--- src/hdl/bridge_window_pkg.sv ---
// Purpose: shared constants and carriers for the bridge window registers
// Assumes: dword offsets as byte addresses of the type 1 header
// Notes: single-bit field positions and the window, pointer and interrupt reset values live here
package bridge_window_pkg;
  // ****************************************
  // register offsets
  // ****************************************
  localparam logic [7:0] OFF_SEC_IO = 8'h1c;
  localparam logic [7:0] OFF_MEM_WIN = 8'h20;
  localparam logic [7:0] OFF_PREF_WIN = 8'h24;
  localparam logic [7:0] OFF_PREF_UP_BASE = 8'h28;
  localparam logic [7:0] OFF_PREF_UP_LIM = 8'h2c;
  localparam logic [7:0] OFF_IO_UPPER = 8'h30;
  localparam logic [7:0] OFF_CAP_PTR = 8'h34;
  localparam logic [7:0] OFF_ROM_BASE = 8'h38;
  localparam logic [7:0] OFF_BRIDGE_CTRL = 8'h3c;
  // ****************************************
  // field positions
  // ****************************************
  localparam int SEC_MDPE_BIT = 24;
  localparam int SEC_RSE_BIT = 30;
  localparam int SEC_DPE_BIT = 31;
  localparam int PCAP_BASE_BIT = 0;
  localparam int PCAP_LIM_BIT = 16;
  localparam int BC_PERR_BIT = 16;
  localparam int BC_SERR_BIT = 17;
  localparam int BC_ISA_BIT = 18;
  // ****************************************
  // reset and fixed values
  // ****************************************
  localparam logic [3:0] IO_CAP_32 = 4'h1;
  localparam logic [3:0] IO_BASE_RST = 4'hf;
  localparam logic [3:0] IO_LIM_RST = 4'h0;
  localparam logic [11:0] MEM_BASE_RST = 12'hfff;
  localparam logic [11:0] MEM_LIM_RST = 12'h000;
  localparam logic [7:0] CAP_PTR_RST = 8'h40;
  localparam logic [7:0] INT_LINE_RST = 8'h00;
  localparam logic [7:0] INT_PIN_RST = 8'h01;
  localparam logic [19:0] MEM_LOW_ONES = 20'hfffff;
  localparam logic [11:0] IO_LOW_ONES = 12'hfff;

  typedef struct packed {
    logic wr;
    logic rd;
    logic [7:0] addr;
    logic [3:0] be;
    logic [31:0] wdata;
  } cfg_req_t;

  typedef struct packed {
    logic wr;
    logic [7:0] addr;
    logic [31:0] data;
  } load_req_t;

  typedef struct packed {
    logic poison_cpl;
    logic poison_wr_fwd;
    logic poison_rx;
    logic err_fatal_nf;
    logic err_cor;
  } sec_event_t;
endpackage

--- src/hdl/bridge_window_decode_regs.sv ---
// Purpose: type 1 bridge secondary status, windows and bridge control low half
// Assumes: one configuration access port and one initialization load port
// Notes: decode outputs are combinational, read data and event pulses are flopped
// How it works
// - parity enable lets poisoned traffic set flag
// - parity enable clear never sets that flag
// - fatal or nonfatal message sets received flag
// - poisoned tlp received always sets detected parity flag
// - abort status bits always read zero
// - forward down inside valid non-prefetch window
// - forward up outside both memory windows
// - non-prefetch window 1 MB granular fields
// - prefetch window same 1 MB layout
// - prefetch capability bits read-only, load only
// - upper base writable only with 64-bit capability
// - upper limit writable only with 64-bit capability
// - io upper halves hold address bits 31:16
// - capability pointer fixed byte, default 40h
// - expansion rom register reads zero
// - interrupt line is plain scratch byte
// - interrupt pin only 00h or 01h
// - bridge bit 16 enables parity flag
// - bridge bit 17 gates error forwarding
// - isa enable punches holes below 64 KB
// - inverted io window forwards everything up
// - io capability fields read 1h
`timescale 1ns/1ps
module bridge_window_decode_regs (
  input wire logic core_clk,
  input wire logic reset_n,
  input wire bridge_window_pkg::cfg_req_t cfg,
  output logic [31:0] cfg_rdata,
  output logic cfg_rvalid,
  input wire bridge_window_pkg::load_req_t load,
  input wire bridge_window_pkg::sec_event_t sec_ev,
  input wire logic cmd_serr_en,
  input wire logic [63:0] pri_addr,
  input wire logic pri_io,
  output logic pri_mem_hit,
  output logic pri_io_hit,
  input wire logic [63:0] sec_addr,
  input wire logic sec_io,
  output logic sec_mem_up,
  output logic sec_io_up,
  output logic err_fwd_up,
  output logic sig_serr_set
);
  // ****************************************
  // helpers
  // ****************************************
  function automatic logic [31:0] merge_bytes(input logic [31:0] old,
                                              input logic [31:0] wd,
                                              input logic [3:0] be);
    logic [31:0] r;
    r = old;
    for (int i = 0; i < 4; i++) begin
      if (be[i]) begin
        r[i*8 +: 8] = wd[i*8 +: 8];
      end
    end
    return r;
  endfunction

  function automatic logic in_window(input logic [63:0] a, input logic [63:0] lo,
                                     input logic [63:0] hi);
    return (lo <= hi) && (a >= lo) && (a <= hi);
  endfunction

  // ****************************************
  // state
  // ****************************************
  logic sec_mdpe;
  logic sec_rse;
  logic sec_dpe;
  logic [3:0] io_base;
  logic [3:0] io_lim;
  logic [11:0] mem_base;
  logic [11:0] mem_lim;
  logic pcap_base;
  logic pcap_lim;
  logic [11:0] pref_window_low_bound;
  logic [11:0] pref_window_high_bound;
  logic [31:0] pref_low_bound_upper_word;
  logic [31:0] pref_high_bound_upper_word;
  logic [15:0] io_up_base;
  logic [15:0] io_up_lim;
  logic [7:0] cap_ptr;
  logic [7:0] int_line;
  logic int_pin_a;
  logic bc_perr;
  logic bc_serr;
  logic bc_isa;
  logic [7:0] rd_off;

  // ****************************************
  // read view
  // ****************************************
  function automatic logic [31:0] read_word(input logic [7:0] off);
    logic [31:0] r;
    r = 32'h0000_0000;
    case (off)
      bridge_window_pkg::OFF_SEC_IO: begin
        r[3:0] = bridge_window_pkg::IO_CAP_32;
        r[7:4] = io_base;
        r[11:8] = bridge_window_pkg::IO_CAP_32;
        r[15:12] = io_lim;
        // abort bits 29:27 stay zero: the port never starts requests
        r[bridge_window_pkg::SEC_MDPE_BIT] = sec_mdpe;
        r[bridge_window_pkg::SEC_RSE_BIT] = sec_rse;
        r[bridge_window_pkg::SEC_DPE_BIT] = sec_dpe;
      end
      bridge_window_pkg::OFF_MEM_WIN: begin
        r[15:4] = mem_base;
        r[31:20] = mem_lim;
      end
      bridge_window_pkg::OFF_PREF_WIN: begin
        r[bridge_window_pkg::PCAP_BASE_BIT] = pcap_base;
        r[15:4] = pref_window_low_bound;
        r[bridge_window_pkg::PCAP_LIM_BIT] = pcap_lim;
        r[31:20] = pref_window_high_bound;
      end
      bridge_window_pkg::OFF_PREF_UP_BASE: begin
        r = pcap_base ? pref_low_bound_upper_word : 32'h0000_0000;
      end
      bridge_window_pkg::OFF_PREF_UP_LIM: begin
        r = pcap_lim ? pref_high_bound_upper_word : 32'h0000_0000;
      end
      bridge_window_pkg::OFF_IO_UPPER: begin
        r = {io_up_lim, io_up_base};
      end
      bridge_window_pkg::OFF_CAP_PTR: begin
        r[7:0] = cap_ptr;
      end
      bridge_window_pkg::OFF_ROM_BASE: begin
        r = 32'h0000_0000;
      end
      bridge_window_pkg::OFF_BRIDGE_CTRL: begin
        r[7:0] = int_line;
        r[15:8] = {7'h00, int_pin_a};
        r[bridge_window_pkg::BC_PERR_BIT] = bc_perr;
        r[bridge_window_pkg::BC_SERR_BIT] = bc_serr;
        r[bridge_window_pkg::BC_ISA_BIT] = bc_isa;
      end
      default: begin
        r = 32'h0000_0000;
      end
    endcase
    return r;
  endfunction

  // ****************************************
  // write selection
  // ****************************************
  // the load port wins a same-cycle collision; the cfg write of that cycle is dropped
  logic wr_any;
  logic wr_ld;
  logic [7:0] wr_off;
  logic [31:0] wr_val;
  logic [31:0] w1c_mask;

  always_comb begin
    wr_ld = load.wr;
    wr_any = load.wr | cfg.wr;
    wr_off = load.wr ? load.addr : cfg.addr;
    wr_val = load.wr ? load.data : merge_bytes(read_word(cfg.addr), cfg.wdata, cfg.be);
    w1c_mask = merge_bytes(32'h0000_0000, cfg.wdata, cfg.be);
  end

  logic sec_wr;
  assign sec_wr = wr_any && (wr_off == bridge_window_pkg::OFF_SEC_IO);

  // ****************************************
  // secondary status flags
  // ****************************************
  logic set_mdpe;
  logic set_rse;
  logic set_dpe;
  assign set_mdpe = bc_perr & (sec_ev.poison_cpl | sec_ev.poison_wr_fwd);
  assign set_rse = sec_ev.err_fatal_nf;
  assign set_dpe = sec_ev.poison_rx;

  // a set arriving with a clear wins, so no event is lost
  always_ff @(posedge core_clk or negedge reset_n) begin
    if (!reset_n) begin
      sec_mdpe <= 1'b0;
      sec_rse <= 1'b0;
      sec_dpe <= 1'b0;
    end else begin
      if (sec_wr && wr_ld) begin
        sec_mdpe <= wr_val[bridge_window_pkg::SEC_MDPE_BIT] | set_mdpe;
        sec_rse <= wr_val[bridge_window_pkg::SEC_RSE_BIT] | set_rse;
        sec_dpe <= wr_val[bridge_window_pkg::SEC_DPE_BIT] | set_dpe;
      end else if (sec_wr) begin
        sec_mdpe <= set_mdpe | (sec_mdpe & ~w1c_mask[bridge_window_pkg::SEC_MDPE_BIT]);
        sec_rse <= set_rse | (sec_rse & ~w1c_mask[bridge_window_pkg::SEC_RSE_BIT]);
        sec_dpe <= set_dpe | (sec_dpe & ~w1c_mask[bridge_window_pkg::SEC_DPE_BIT]);
      end else begin
        sec_mdpe <= sec_mdpe | set_mdpe;
        sec_rse <= sec_rse | set_rse;
        sec_dpe <= sec_dpe | set_dpe;
      end
    end
  end

  // ****************************************
  // window registers
  // ****************************************
  always_ff @(posedge core_clk or negedge reset_n) begin
    if (!reset_n) begin
      io_base <= bridge_window_pkg::IO_BASE_RST;
      io_lim <= bridge_window_pkg::IO_LIM_RST;
      mem_base <= bridge_window_pkg::MEM_BASE_RST;
      mem_lim <= bridge_window_pkg::MEM_LIM_RST;
      pref_window_low_bound <= bridge_window_pkg::MEM_BASE_RST;
      pref_window_high_bound <= bridge_window_pkg::MEM_LIM_RST;
      io_up_base <= 16'h0000;
      io_up_lim <= 16'h0000;
    end else if (wr_any) begin
      case (wr_off)
        bridge_window_pkg::OFF_SEC_IO: begin
          io_base <= wr_val[7:4];
          io_lim <= wr_val[15:12];
        end
        bridge_window_pkg::OFF_MEM_WIN: begin
          mem_base <= wr_val[15:4];
          mem_lim <= wr_val[31:20];
        end
        bridge_window_pkg::OFF_PREF_WIN: begin
          pref_window_low_bound <= wr_val[15:4];
          pref_window_high_bound <= wr_val[31:20];
        end
        bridge_window_pkg::OFF_IO_UPPER: begin
          // capability fields are fixed at 32-bit, so both halves are writable
          io_up_base <= wr_val[15:0];
          io_up_lim <= wr_val[31:16];
        end
        default: begin
        end
      endcase
    end
  end

  // ****************************************
  // prefetch capability and upper words
  // ****************************************
  always_ff @(posedge core_clk or negedge reset_n) begin
    if (!reset_n) begin
      pcap_base <= 1'b1;
      pcap_lim <= 1'b1;
    end else if (wr_ld && wr_off == bridge_window_pkg::OFF_PREF_WIN) begin
      pcap_base <= wr_val[bridge_window_pkg::PCAP_BASE_BIT];
      pcap_lim <= wr_val[bridge_window_pkg::PCAP_LIM_BIT];
    end
  end

  // a loader that ignores the read-only state is simply not heard
  always_ff @(posedge core_clk or negedge reset_n) begin
    if (!reset_n) begin
      pref_low_bound_upper_word <= 32'h0000_0000;
      pref_high_bound_upper_word <= 32'h0000_0000;
    end else if (wr_any) begin
      if (wr_off == bridge_window_pkg::OFF_PREF_UP_BASE && pcap_base) begin
        pref_low_bound_upper_word <= wr_val;
      end
      if (wr_off == bridge_window_pkg::OFF_PREF_UP_LIM && pcap_lim) begin
        pref_high_bound_upper_word <= wr_val;
      end
    end
  end

  // ****************************************
  // capability pointer, interrupt bytes, bridge control
  // ****************************************
  always_ff @(posedge core_clk or negedge reset_n) begin
    if (!reset_n) begin
      cap_ptr <= bridge_window_pkg::CAP_PTR_RST;
    end else if (wr_ld && wr_off == bridge_window_pkg::OFF_CAP_PTR) begin
      cap_ptr <= wr_val[7:0];
    end
  end

  always_ff @(posedge core_clk or negedge reset_n) begin
    if (!reset_n) begin
      int_line <= bridge_window_pkg::INT_LINE_RST;
      int_pin_a <= bridge_window_pkg::INT_PIN_RST[0];
      bc_perr <= 1'b0;
      bc_serr <= 1'b0;
      bc_isa <= 1'b0;
    end else if (wr_any && wr_off == bridge_window_pkg::OFF_BRIDGE_CTRL) begin
      int_line <= wr_val[7:0];
      if (wr_ld) begin
        // only codes 00h and 01h exist; any other load value keeps bit 0
        int_pin_a <= wr_val[8];
      end
      bc_perr <= wr_val[bridge_window_pkg::BC_PERR_BIT];
      bc_serr <= wr_val[bridge_window_pkg::BC_SERR_BIT];
      bc_isa <= wr_val[bridge_window_pkg::BC_ISA_BIT];
    end
  end

  // ****************************************
  // read port
  // ****************************************
  always_ff @(posedge core_clk or negedge reset_n) begin
    if (!reset_n) begin
      cfg_rdata <= 32'h0000_0000;
      cfg_rvalid <= 1'b0;
      rd_off <= 8'h00;
    end else begin
      cfg_rvalid <= cfg.rd;
      if (cfg.rd) begin
        cfg_rdata <= read_word(cfg.addr);
        rd_off <= cfg.addr;
      end
    end
  end

  // ****************************************
  // error message forwarding
  // ****************************************
  always_ff @(posedge core_clk or negedge reset_n) begin
    if (!reset_n) begin
      err_fwd_up <= 1'b0;
      sig_serr_set <= 1'b0;
    end else begin
      err_fwd_up <= bc_serr & (sec_ev.err_fatal_nf | sec_ev.err_cor);
      sig_serr_set <= bc_serr & cmd_serr_en & sec_ev.err_fatal_nf;
    end
  end

  // ****************************************
  // address decode
  // ****************************************
  logic [63:0] mem_lo;
  logic [63:0] mem_hi;
  logic [63:0] pref_lo;
  logic [63:0] pref_hi;
  logic [63:0] io_lo;
  logic [63:0] io_hi;
  logic isa_hole;
  logic sec_in_mem;
  logic sec_in_pref;

  always_comb begin
    mem_lo = {32'h0000_0000, mem_base, 20'h00000};
    mem_hi = {32'h0000_0000, mem_lim, bridge_window_pkg::MEM_LOW_ONES};
    pref_lo = {(pcap_base ? pref_low_bound_upper_word : 32'h0000_0000),
               pref_window_low_bound, 20'h00000};
    pref_hi = {(pcap_lim ? pref_high_bound_upper_word : 32'h0000_0000),
               pref_window_high_bound, bridge_window_pkg::MEM_LOW_ONES};
    io_lo = {32'h0000_0000, io_up_base, io_base, 12'h000};
    io_hi = {32'h0000_0000, io_up_lim, io_lim, bridge_window_pkg::IO_LOW_ONES};
    // upper 768 bytes of each 1 KB block below 64 KB are ISA aliases
    isa_hole = bc_isa && (pri_addr[63:16] == 48'h0) && (pri_addr[9:8] != 2'b00);
    pri_mem_hit = !pri_io && (in_window(pri_addr, mem_lo, mem_hi)
                              || in_window(pri_addr, pref_lo, pref_hi));
    pri_io_hit = pri_io && in_window(pri_addr, io_lo, io_hi) && !isa_hole;
    sec_in_mem = in_window(sec_addr, mem_lo, mem_hi);
    sec_in_pref = in_window(sec_addr, pref_lo, pref_hi);
    sec_mem_up = !sec_io && !sec_in_mem && !sec_in_pref;
    sec_io_up = sec_io && !in_window(sec_addr, io_lo, io_hi);
  end
endmodule

--- config.mk ---
export PLATFORM = sky130hd
export DESIGN_NAME = bridge_window_decode_regs
export DESIGN_NICKNAME = d
export VERILOG_FILES = /design/src/hdl/bridge_window_pkg.sv /design/src/hdl/bridge_window_decode_regs.sv
export SDC_FILE = /design/constraint.sdc
export NUM_CORES = 1
export LEC_CHECK = 0
export CORE_MARGIN = 5
export CORE_UTILIZATION = 60
export DETAILED_ROUTE_END_ITERATION = 10
export DONT_BUFFER_PORTS = 1
export GPL_ROUTABILITY_DRIVEN = 0
export GPL_TIMING_DRIVEN = 0
export PLACE_DENSITY_LB_ADDON = 0.25
export SLEW_MARGIN = 20
export SYNTH_ARGS = -nofsm -noshare
export SYNTH_HDL_FRONTEND = slang
export SYNTH_SLANG_ARGS = --single-unit
--- constraint.sdc ---
create_clock -name core_clk -period 4.35 [get_ports core_clk]
set_clock_uncertainty 0.1 [all_clocks]
set_input_delay 0.87 -clock core_clk [delete_from_list [all_inputs] [get_ports core_clk]]
set_output_delay 0.87 -clock core_clk [all_outputs]
set_load 0.02 [all_outputs]
Word level (Yosys, flattened, before mapping)
Index checks and enable logic that the tools add are counted.
- $add $sub $neg: 0
- multiply operators: 0
- divide/modulo/power cells: 0
- order comparisons: 15
- equal/unequal tests: 16
- shift-type cells: 0
- multiplexer cells: 26
- bitwise operators: 22
- reduce and logical (&&, ||, !) cells: 43
- operators with widths (operator ; count):
    $ge 64x32->1 ; 4
    $le 64x32->1 ; 4
    $le 64x64->1 ; 3
    $ge 64x64->1 ; 2
    $eq 8x6->1 const B ; 14
    $mux 32 ; 3
    $le 32x32->1 ; 2
    $pmux 8 s7 ; 1
    $logic_not 48->1 ; 1
    $mux 8 ; 6
    $pmux 4 s8 ; 1
    $logic_and 1x1->1 ; 27
    $pmux 5 s5 ; 1
    $pmux 4 s5 ; 1
    $eq 8x5->1 const B ; 2
    $pmux 3 s5 ; 1
    $reduce_and 2->1 ; 7
    $or 1x1->1 ; 12
    $pmux 2 s6 ; 1
    $pmux 2 s4 ; 1
    $and 1x1->1 ; 7
    $pmux 1 s7 ; 1
    $logic_not 1->1 ; 6
    $mux 1 ; 6
    6 further kinds ; 8
- flip-flop bits (word level): 212
- bits in latches: 0
- RAM bits: 0
- ROM bits: 0
- bits of input ports: 225
- output and inout bits: 39
- logic and storage cells: 147
- memories kept: 0

Depth between registers and ports, before layout
- depth in word-level cells: 6
- depth in mapped cells: 13
- gate-level depth less buffers: 11

Least setup slack after synthesis
No wires, ideal clock.
- path type: reg2out
- start point: reg pcap_base
- end point: out sec_mem_up
- arrival: 2932 ps
- data required time: 3380 ps
- path slack: 448 ps
- cell stages (with the launch flop): 13
- path buffers: 2
- cell sequence: dfstp_2 > clkbuf_1 > clkbuf_1 > nand2_1 > ha_1 > a21o_1 > a21o_1 > a21oi_1 > o21ai_0 > a2111oi_0 > o211ai_1 > o211ai_1 > o211a_1
- longest elaborated chain between the ends: 6
- elaborated cells on any way between the ends: 7
- those cells by class: order compare (2); mux (1); reduce/logical (4)
- RTL lines (element ; line ; RTL):
    from (decl) ; bridge_window_decode_regs.sv:79 ; logic pcap_base;
    from (signal assigned) ; bridge_window_decode_regs.sv:251 ; pcap_base <= wr_val[bridge_window_pkg::PCAP_BASE_BIT];
    $mux 32 * ; bridge_window_decode_regs.sv:347 ; pref_lo = {(pcap_base ? pref_low_bound_upper_word : 32'h0000_0000),
    $le 64x64->1 or $ge 64x64->1 (tied branches) ; bridge_window_decode_regs.sv:66 ; return (lo <= hi) && (a >= lo) && (a <= hi);
    $logic_and 1x1->1 * (2 in a row) ; bridge_window_decode_regs.sv:66 ;
    $logic_not 1->1 * ; bridge_window_decode_regs.sv:360 ; sec_mem_up = !sec_io && !sec_in_mem && !sec_in_pref;
    $logic_and 1x1->1 * ; bridge_window_decode_regs.sv:360 ;
    to (decl) ; bridge_window_decode_regs.sv:43 ; output logic sec_mem_up,
Every way passes the cells marked *; elsewhere a longest branch is shown, timed or not.

Worst setup path in the final report
Ends and elaborated chain as after synthesis.

==> out/metrics.cfg <==
[critical_path]
worstSetupEndpoint = sec_mem_up
end_kind = primary output
reg2reg_slack_ns = 0.65
startpoint = pcap_base
required_ns = 3.38
start_kind = flop
r2r-start = pcap_lim
critPathArrivalTime_ns = 3.64
cp_max_fo = 8
critical_path_class = reg2out
rr_worst_depth = 10
r2r_end = pref_window_low_bound[5]

[clock_tree]
htreeDepth = 1
clkTransAtPathRegs_ns = 0.07
clk_path_buf_depth = 3
cts_sinks = 212
cts_tree = done
root_buffer = clkbuf_16
cts_buffers = 24
clk_latency_ns = 0.54

[global_route]
overflow = 0
antenna_found_initial = 2
grt_first_pass_wirelength_um = 107300
grt_pass1_vias = 17494
grt_use_total = 0.3957
grt_max_degree = 213

[logic_synthesis]
postSynthAreaPerCell_sq_um = 9.484
ys.flop_type = dfrtp_1
synth.distinct_cells = 74
syn_inst = 1987
synth_nets = 2589
synth_warnings = 0
yosysSeqAreaShare = 0.2836
synth_enable_flop_cells = 0
ys_ff_latch = 212
async_flop_share = 1.000
synth_area_sq_um = 18850

[power_and_ir_drop]
p_total_uw = 5463
power_density_nw_per_um2 = 261.7
power_leakage_uw = 0.009876
peakVddDrop_v = 0.0002790

[sta]
rsz0062_at_grt = yes
fin_crit_sh = 1.060
fin_ws_ns = -0.2590
relSlewSlack = 0.1672
drv_slew = 0
max_slew.worst_pin.slew_ns = 1.249
period_minus_slack_ns = 4.609
finalSetupViolations = 2
fmax_mhz = 217.0
final_hold_viol_count = 122
whs_ns = -0.07024

[routing]
antenna_left = 0
first_pass_iters = 6
drt_iter0_markers = 2167
drc = 0
wirelength_um = 72400
wl_per_cell_um = 29.65
via_count = 17733
routed_via_density = 7.262

[place]
io_buffers = 0
dp.final_hpwl_um = 57310

[status]
violations = negative hold slack, negative setup slack
outcome = finished with violations

[cells_and_area]
drive_above_1_share = 0.1676
final_common_cell = ha_1
layout_common_cells = ha_1, dfrtp_1, a21oi_1
multi_input_area_sq_um = 13120
fillers = 2384
syn_to_final_growth_pct = 10.77
register_area_sq_um = 5349
final_util = 0.6771
finalNetCount = 2630
antenna_cells = 0

[floorplan]
die_x_um = 187.2
die_area_sq_um = 35050
io_pins = 264
start_util = 0.6113
core.rowCount = 64
fp.dieH_um = 187.2
coreArea_sq_um = 30830

[job]
drv_cap = 0

[min_path]
hold_class = in2async

==> what timing repair did <==
| action | in CTS | in global routing |
|---|---|---|
| cloned | 2 | 0 |
| pin swaps | 23 | 17 |
| setup buffers | 9 | 6 |
| resized for setup | 105 | 14 |
| setup endpoints to repair | 3 | 2 |
| hold endpoints to repair | 180 | 180 |
==> cell families after synthesis <==
group | count (synthesis) | share of synthesized area
AO/OA/AOI/OAI | 530 | 0.1866
AND/OR/NAND/NOR | 489 | 0.1297
adder cells (fa/ha/maj) | 377 | 0.2503
flip-flops | 212 | 0.2836
buffers and inverters | 194 | 0.04110
multiplexers | 185 | 0.1086
==> stage by stage <==
step / TNS (ns) / instance area [sq um] / instances / hold slack [ns] / setup WS, ns
after floorplan: 0 / 18850 / 1987 / 0.3556 / 0.4481
after global placement: -2.583 / 19340 / 2383 / 0.3671 / -1.400
after detailed placement: -2.558 / 19340 / 2383 / 0.3809 / -1.383
after CTS: -0.1897 / 20740 / 2436 / -0.07618 / -0.1159
after global routing: -0.5090 / 20880 / 2442 / -0.07913 / -0.2592
final: -0.4864 / 20880 / 2442 / -0.07024 / -0.2590
==> synthesized netlist by cell type (all sizes together), types with 3 or more instances <==
master	n	area (sq um)
a2111oi	6	52.55
a211oi	11	92.58
a21o	128	962.2
a21oi	145	725.7
a221o	18	180.2
a221oi	13	113.9
a22oi	45	337.8
a31o	3	26.28
a31oi	7	43.79
and2	6	37.54
and3	8	50.05
and4	11	96.34
buf	25	140.1
clkbuf	37	138.9
dfrtp	180	4504
dfstp	32	840.8
ha	377	4717
inv	132	495.5
mux2	156	1757
mux2i	29	290.3
nand2	170	638.1
nand3	28	140.1
nand4	89	556.8
nor2	91	346.6
nor2b	8	50.05
nor3	20	127.6
nor3b	3	22.52
nor4	34	212.7
o2111ai	3	26.28
o211ai	14	105.1
o21a	5	37.54
o21ai	108	589.3
or3	5	31.28
or4	3	22.52
==> layout make-up <==
type,count,share of cell area
Buffer,60,0.01822
Clock buffer,34,0.03440
Clock inverter,10,0.007312
Inverter,132,0.02374
Multi-Input combinational cell,1581,0.6285
Sequential cell,212,0.2562
Tap cell,396,0.02374
Timing Repair Buffer,17,0.007852
==> metal layers <==
metal,routed length [um],up-vias,track usage
li1,-,7595,-
met1,25630,8474,0.4862
met2,31620,1311,0.6171
met3,9566,349,0.1172
met4,5547,4,0.2349
met5,27,-,0
==> sequential cells by signal, summed over array words and instances (netlist names), 4 cells and up <==
signal / flops
io_up_lim: 16
io_up_base: 16
mem_base: 12
pref_high_bound_upper_word: 32
cap_ptr: 8
pref_window_high_bound: 12
io_lim: 4
int_line: 8
cfg_rdata: 32
mem_lim: 12
io_base: 4
pref_low_bound_upper_word: 32
pref_window_low_bound: 12
==> critical path: stages, from the launching register on <==
cell	delay (ns)
dfstp_2	0.55
buf_12	0.15
clkbuf_16	0.18
nand2_8	0.07
ha_4	0.22
a21o_1	0.15
a21o_1	0.16
a21oi_2	0.16
o21ai_2	0.12
a2111oi_2	0.36
buf_4	0.20
o211ai_1	0.13
o211ai_1	0.33
o211a_4	0.30
==> worst min path at each step <==
stage / to
after floorplan: cap_ptr[5]
after global placement: pref_low_bound_upper_word[7]
after detailed placement: pref_low_bound_upper_word[1]
after CTS: cfg_rdata[5]
after global routing: pref_high_bound_upper_word[18]
final: cfg_rvalid
==> where the power goes <==
part / internal, uW / switching, uW / total [uW]
Clock: 1340 / 903 / 2240
Sequential: 2060 / 102 / 2160
Combinational: 446 / 614 / 1060
No activity file was read; power rests on OpenSTA's default activity.
